===== config.mk =====
export PLATFORM = sky130hd
export DESIGN_NAME = eil_core
export DESIGN_NICKNAME = d
export VERILOG_FILES = /design/src/design/eil_pkg.sv /design/src/design/eil_nmi_latch.sv /design/src/design/eil_core.sv
export VERILOG_INCLUDE_DIRS = /design/src /design/src/design
export SDC_FILE = /design/constraint.sdc
export NUM_CORES = 1
export LEC_CHECK = 0
export BUFFER_PORTS_ARGS = -buffer_cell sky130_fd_sc_hd__buf_2
export CORE_ASPECT_RATIO = 1.1
export CORE_MARGIN = 2
export CORE_UTILIZATION = 27
export DETAILED_ROUTE_END_ITERATION = 10
export HOLD_SLACK_MARGIN = 0.15
export SYNTH_ARGS = -nofsm -noshare
export SYNTH_HDL_FRONTEND = slang
export SYNTH_SLANG_ARGS = --single-unit

===== constraint.sdc =====
create_clock -name sys_clk -period 2.5 [get_ports sys_clk]
set_clock_uncertainty 0.05 [all_clocks]
set_input_delay 0.25 -clock sys_clk [delete_from_list [all_inputs] [get_ports sys_clk]]
set_output_delay 0.25 -clock sys_clk [all_outputs]
set_load 0.03 [all_outputs]

===== src/design/eil_params.svh =====
// constants of the external interrupt logic: fixed type codes, widths, timing
// assumes inclusion by bare name from every design file that needs them
`ifndef EIL_PARAMS_SVH
`define EIL_PARAMS_SVH

// width of an interrupt type code, 256 types
`define EIL_TYPE_W 8
// fixed type of the non-maskable request
`define EIL_NMI_TYPE 8'h02
// clocks in one acknowledge bus cycle
`define EIL_ACK_CLKS 4
// reset values of the two flags
`define EIL_ENABLE_RST 1'b0
`define EIL_STEP_RST 1'b0

`endif


===== src/design/eil_pkg.sv =====
// types shared by the external interrupt logic
// assumes eil_params.svh is on the include path
`default_nettype none
`include "eil_params.svh"

package eil_pkg;
    // ****************************************
    // types
    // ****************************************
    typedef logic [`EIL_TYPE_W-1:0] eil_type_t;

    // one-hot acknowledge sequencer states
    typedef enum logic [2:0] {
        EIL_IDLE = 3'b001,
        EIL_ACK1 = 3'b010,
        EIL_ACK2 = 3'b100
    } eil_state_t;
endpackage : eil_pkg

`default_nettype wire


===== src/design/eil_nmi_latch.sv =====
// non-maskable request edge detector and pending latch
// assumes the request line is synchronous to sys_clk
`default_nettype none

module eil_nmi_latch (
    input wire logic sys_clk,
    input wire logic rst_n,
    input wire logic nmiLine,
    input wire logic clearPending,
    output logic pending
);
    // ****************************************
    // edge detection and latch
    // ****************************************
    logic nmiLast;
    logic nmiEdge;

    // rising edge only; a held-high line gives one request
    assign nmiEdge = nmiLine && !nmiLast;

    // history follows the line even in reset, so a line already high at release is no edge
    always_ff @(posedge sys_clk) begin
        nmiLast <= nmiLine;
    end

    // set wins over clear so an edge in the clearing cycle is kept
    always_ff @(posedge sys_clk) begin
        if (!rst_n) begin
            pending <= 1'b0;
        end else if (nmiEdge) begin
            pending <= 1'b1;
        end else if (clearPending) begin
            pending <= 1'b0;
        end
    end
endmodule : eil_nmi_latch

`default_nettype wire


===== src/design/eil_core.sv =====
// external interrupt recognition and acknowledge sequencer of the processor
// assumes the instruction sequencer pulses instrDone or primitiveDone at boundaries,
// holds off new work while busy is high, and qualifies exec* with instrDone
`default_nettype none
`include "eil_params.svh"

module eil_core #(
    parameter int ACK_CLKS = `EIL_ACK_CLKS
) (
    input wire logic sys_clk,
    input wire logic rst_n,
    input wire logic maxMode,
    input wire logic instrDone,
    input wire logic primitiveDone,
    input wire logic execSetEnable,
    input wire logic execClearEnable,
    input wire logic execReturn,
    input wire logic poppedEnable,
    input wire logic poppedStep,
    input wire logic execPrefix,
    input wire logic execSegLoad,
    input wire logic maskReq,
    input wire logic nmiLine,
    input wire logic holdReq,
    input wire eil_pkg::eil_type_t dataIn,
    output logic ackCycle,
    output logic ackSecond,
    output logic busLock,
    output logic holdAccept,
    output logic busy,
    output logic serviceStart,
    output logic serviceNmi,
    output eil_pkg::eil_type_t serviceType,
    output logic enableFlag,
    output logic stepFlag
);
    import eil_pkg::*;

    localparam int CNT_W = (ACK_CLKS > 1) ? $clog2(ACK_CLKS) : 1;
    localparam logic [CNT_W-1:0] CNT_LAST = CNT_W'(ACK_CLKS - 1);

    eil_state_t state;
    logic [CNT_W-1:0] cnt;
    logic lastClk;
    logic boundary;
    logic noInterrupt;
    logic flagChanging;
    logic canRecognise;
    logic nmiPending;
    logic takeNmi;
    logic takeMask;
    logic ackDone;
    logic next_serviceStart;
    logic maskShadow;

    // ****************************************
    // recognition
    // ****************************************
    // wait and string steps open a boundary mid-instruction
    assign boundary = instrDone || primitiveDone;
    // prefix and segment loads fuse with the next instruction
    assign noInterrupt = instrDone && (execPrefix || execSegLoad);
    // the flag this boundary's instruction changes must not be judged by its old value
    assign flagChanging = instrDone && (execSetEnable || execReturn || execClearEnable);
    assign canRecognise = (state == EIL_IDLE) && boundary && !noInterrupt;
    assign takeNmi = canRecognise && nmiPending;
    // line is not latched: sampled live, the requester keeps it up
    // the shadow only blocks step boundaries inside the following instruction, not its end
    assign takeMask = canRecognise && !nmiPending && maskReq && enableFlag
        && !(maskShadow && !instrDone) && !flagChanging;
    assign lastClk = (cnt == CNT_LAST);
    assign ackDone = (state == EIL_ACK2) && lastClk;
    assign next_serviceStart = takeNmi || ackDone;

    eil_nmi_latch u_nmi (
        .sys_clk(sys_clk),
        .rst_n(rst_n),
        .nmiLine(nmiLine),
        .clearPending(takeNmi),
        .pending(nmiPending)
    );

    // shadow after set-enable or return, released when the next instruction completes
    always_ff @(posedge sys_clk) begin
        if (!rst_n) begin
            maskShadow <= 1'b0;
        end else if (instrDone) begin
            maskShadow <= execSetEnable || execReturn;
        end
    end

    // ****************************************
    // acknowledge sequencer
    // ****************************************
    always_ff @(posedge sys_clk) begin
        if (!rst_n) begin
            state <= EIL_IDLE;
        end else begin
            unique case (state)
                EIL_IDLE: begin
                    if (takeMask) begin
                        state <= EIL_ACK1;
                    end
                end
                EIL_ACK1: begin
                    if (lastClk) begin
                        state <= EIL_ACK2;
                    end
                end
                EIL_ACK2: begin
                    if (lastClk) begin
                        state <= EIL_IDLE;
                    end
                end
                default: begin
                    state <= EIL_IDLE;
                end
            endcase
        end
    end

    // clock counter inside one acknowledge cycle
    always_ff @(posedge sys_clk) begin
        if (!rst_n || state == EIL_IDLE || lastClk) begin
            cnt <= '0;
        end else begin
            cnt <= cnt + 1'b1;
        end
    end

    assign ackCycle = (state != EIL_IDLE);
    assign ackSecond = (state == EIL_ACK2);
    assign busLock = maxMode && ackCycle;
    // grant waits out both acknowledges; also not in the cycle one starts
    assign holdAccept = holdReq && (state == EIL_IDLE) && !takeMask;
    assign busy = ackCycle || serviceStart;

    // ****************************************
    // service entry
    // ****************************************
    // dataIn is read only on the last clock of the second cycle, never the first
    always_ff @(posedge sys_clk) begin
        if (!rst_n) begin
            serviceStart <= 1'b0;
            serviceNmi <= 1'b0;
            serviceType <= '0;
        end else begin
            serviceStart <= next_serviceStart;
            serviceNmi <= takeNmi;
            if (takeNmi) begin
                serviceType <= `EIL_NMI_TYPE;
            end else if (ackDone) begin
                serviceType <= dataIn;
            end
        end
    end

    // flags: entry clear beats instruction updates
    always_ff @(posedge sys_clk) begin
        if (!rst_n) begin
            enableFlag <= `EIL_ENABLE_RST;
            stepFlag <= `EIL_STEP_RST;
        end else if (next_serviceStart) begin
            enableFlag <= 1'b0;
            stepFlag <= 1'b0;
        end else if (instrDone && execReturn) begin
            enableFlag <= poppedEnable;
            stepFlag <= poppedStep;
        end else if (instrDone && execSetEnable) begin
            enableFlag <= 1'b1;
        end else if (instrDone && execClearEnable) begin
            enableFlag <= 1'b0;
        end
    end

    localparam int ACK_MAX = 64;
endmodule : eil_core

`default_nettype wire


==> reports/qor.csv <==
stage,metric,value,unit
outcome,outcome,completed,
critical_path,Worst R2R Start,state[0],
clock_tree,worst-case clock buffer depth,2,
timing,Max Clk Rate,518,MHz
global_route,routing usage on met2,20.9,%
global_route,Total GRT Usage,12.0,%
clock_tree,Post-CTS Resized,0,
pwr,clock share of power,39.0,%
floorplanning,die span in y,63.1,um
global_route,vias in the first global route,780,
timing,setup TNS,0,ns
worst_hold_path,"Endpoint, Worst Hold",serviceType[1],
critical_path,Critical Path Max Stage Delay,0.49,ns
timing,RSZ-0062 raised after global routing,false,
global_route,initial antenna violation count,0,
clock_tree,Setup Buffers After CTS,0,
floorplanning,# rows,21,
layout,Ant. Diodes,0,
placed_design,port bufs,39,
pwr,sw frac,20.9,%
critical_path,CP max-delay cell,dfxtp_1,
timing,Worst Tran Pin Value,0.387,ns
clock_tree,Clock Pin Slew Worst Setup and Hold Paths,0.11,ns
critical_path,Worst Setup End Kind,primary output,
logic_synthesis,Yosys warning total,0,
global_route,GR Util met1,14.8,%
logic_synthesis,syn_nets,119,
worst_hold_path,Hold/Removal Path Class,in -> reg,
layout,layout cells sized above 1,34.0,%
pwr,Lkg Pwr,0.552,nW
drt,DRT Pass-1 Iters,4,
pwr,NetSw,138,uW
pwr,Int Pwr,524,uW
global_route,global-route wire length before repair,3480,um
drt,Final ANT Viol Nets,0,
pwr,part of the power in registers,49.8,%
critical_path,FF-to-FF End,enableFlag,
floorplanning,Chip Width,57.7,um
drt,final WL,1990,um
clock_tree,clk sinks,20,
timing,Slew Limit Fails,0,
drt,routed length per instance,11.2,um
pwr,PwrDens,546,mW/mm^2
critical_path,Worst EP required,2.20,ns
floorplanning,core box area,0.00305,sq mm
worst_hold_path,hold path depth,3,
timing,final hold vios,0,
placed_design,placed cells,166,
layout,Area Overhead vs Synth,41.5,%
critical_path,"critical path fanouts, max",9,
drt,DR vias,837,
clock_tree,CTS Buf Count,3,
drt,# DRC,0,
global_route,largest net degree at the start of global routing,13,
timing,"Setup violations, final",0,
critical_path,critical path arrival,1.63,ns
placed_design,Placer Congestion,0.695,
timing,Slew HR,73.9,%
drt,vias per inst,4.70,
layout,fin cells,178,
critical_path,crit path kind,reg -> out,
drt,initial DRC count,11,
logic_synthesis,Cells after Synth,95,
critical_path,Reg2Reg Depth,4,
critical_path,"CP delay by family, top",simple AND/OR/NAND/NOR gates,
clock_tree,H-tree depth,1,
global_route,met3 Use GR,2.87,%
timing,crit path time final,1.93,ns
pwr,VDD IR max,0.341,mV
global_route,global route hottest layer,met2,
logic_synthesis,"flops & latches, synth",20,
floorplanning,initial core utilization,28.1,%
worst_hold_path,hold path start,dataIn[1],
clock_tree,CTS tree,yes,
logic_synthesis,syn_area_per_cell,9.02,sq um
critical_path,R2R Setup Slk,0.96,ns
floorplanning,DIE AREA,0.00364,sq mm
critical_path,crit path buf inv count,1,
global_route,GR Overflow Total,0,
layout,Final Net Count,169,
clock_tree,clock latency at the later pin of the worst-skew pair,0.29,ns
placed_design,Final HPWL DP,1560,um
floorplanning,I/O Pins,40,
critical_path,crit-path cells,nor3b_4 -> or2b_1 -> buf_2,
pwr,Logic pwr share,11.1,%
timing,period utilisation layout,77.2,%
logic_synthesis,Yosys cell types,32,
logic_synthesis,post-synthesis cell area,857,sq um
critical_path,Critical Path Start Type,flip-flop,
layout,filler instances,321,
logic_synthesis,sequential cell area fraction in the yosys report,46.7,%
flow_run,MaxCap Viol Count,0,
clock_tree,clock root cell,clkbuf_4,
[synthesized netlist by cell type]
library cell,number,area share (%)
clkbuf_1,1,0.44
mux2i_1,1,1.2
o211ai_1,1,0.88
and3_1,2,1.5
nand2_1,23,10
nor2b_1,3,2.2
o22ai_1,2,1.5
o21ai_0,2,1.2
nor2_1,3,1.3
inv_1,2,0.88
a21o_1,1,0.88
nor3b_4,2,4.4
o211ai_2,1,1.5
nor3b_2,1,1.5
or2b_1,2,1.8
mux2_2,1,1.3
and2b_1,1,0.88
o311ai_0,1,1.0
a21oi_1,9,5.3
nor4b_1,3,3.1
a31oi_1,1,0.73
o21a_1,1,0.88
ha_1,1,1.5
nand2b_1,1,0.73
dfxtp_1,20,47
nand2_2,1,0.73
nor3_1,3,1.8
a211oi_1,1,0.88
a22oi_1,1,0.88
and2_1,1,0.73
buf_6,1,1.3
nand4_1,1,0.73
[cell families (layout without fill, tap and decap cells)]
group / after synthesis / after routing / share of synthesized area, %
mux: 2 / 2 / 2.48
flops: 20 / 20 / 46.7
buf+inv: 4 / 53 / 2.63
simple gates: 47 / 47 / 31.2
fa+ha+maj: 1 / 1 / 1.46
compound gates: 21 / 21 / 15.5
[metal layers]
layer	part of all wire, %	routed length, um	vias to the layer above
met3	5.8	115	4
met4	0.85	17	0
li1	-	-	431
met5	0	0	-
met1	41	815	376
met2	52	1040	26
[state kept, by name (all words and copies together) (netlist names)]
name	count
serviceNmi	1
state	3
cnt	2
maskShadow	1
serviceType	8
u_nmi.pending	1
enableFlag	1
serviceStart	1
stepFlag	1
u_nmi.nmiLast	1
[worst reg2reg max path, delay by kind of cell (launching register included)]
kind | cells | cell delay (ns)
simple gates | 3 | 0.71
compound gates | 1 | 0.18
flops | 1 | 0.49
[area by class of cell]
type	instances	area (sq um)	area share, %
clock buffer	3	22.5	1.86
clock inverter	1	30.0	2.48
inverter	2	7.51	0.619
multi-input combinational	71	434	35.8
sequential	20	400	33.0
tap	34	42.5	3.51
timing repair buffer	47	275	22.7
[power by group through the flow]
stage	registers (mW)	clock network [mW]	logic (mW)
global route	0.331	0.280	0.0820
global placement	0.337	0	0.0637
finish	0.330	0.258	0.0738
floorplan	0.343	0	0.0290
detailed placement	0.337	0	0.0648
CTS	0.330	0.265	0.0748
[what timing repair did]
action,CTS,global route
endpoints found under the hold margin,8,0
hold buffers,8,0
setup endpoints to repair,0,0
[through the flow]
step | cell area (sq um) | util (%) | power [mW] | setup slack, ns | hold WS, ns
final | 1210 | 39.8 | 0.662 | 0.571 | 0.165
after floorplan | 857 | - | 0.372 | 0.929 | 0.228
after global placement | 1080 | 35.4 | 0.401 | 0.939 | 0.317
after global routing | 1210 | 39.8 | 0.694 | 0.432 | 0.158
after detailed placement | 1080 | 35.4 | 0.402 | 0.893 | 0.319
after CTS | 1210 | 39.8 | 0.670 | 0.537 | 0.159
[how the worst max path moves through the flow]
| stage | from | cells after the start | endpoint |
|---|---|---|---|
| detailed placement | state[0] | 3 | busy |
| global placement | state[0] | 3 | busy |
| CTS | state[0] | 3 | busy |
| floorplan | enableFlag | 4 | holdAccept |
| finish | state[0] | 3 | busy |
| global route | enableFlag | 5 | holdAccept |
[layout by cell type, fill, tap and decap left out, types with 2 or more instances in the layout]
cell type and instances:
buf_2 39, nand2_1 23, dfxtp_1 20, a21oi_1 9, dlygate4sd3_1 8, nor2b_1 3
nor2_1 3, nor3_1 3, nor4b_1 3, clkbuf_4 3, nor3b_4 2, inv_1 2
o22ai_1 2, and3_1 2, or2b_1 2, o21ai_0 2
No activity file was read; power rests on OpenSTA's default activity.
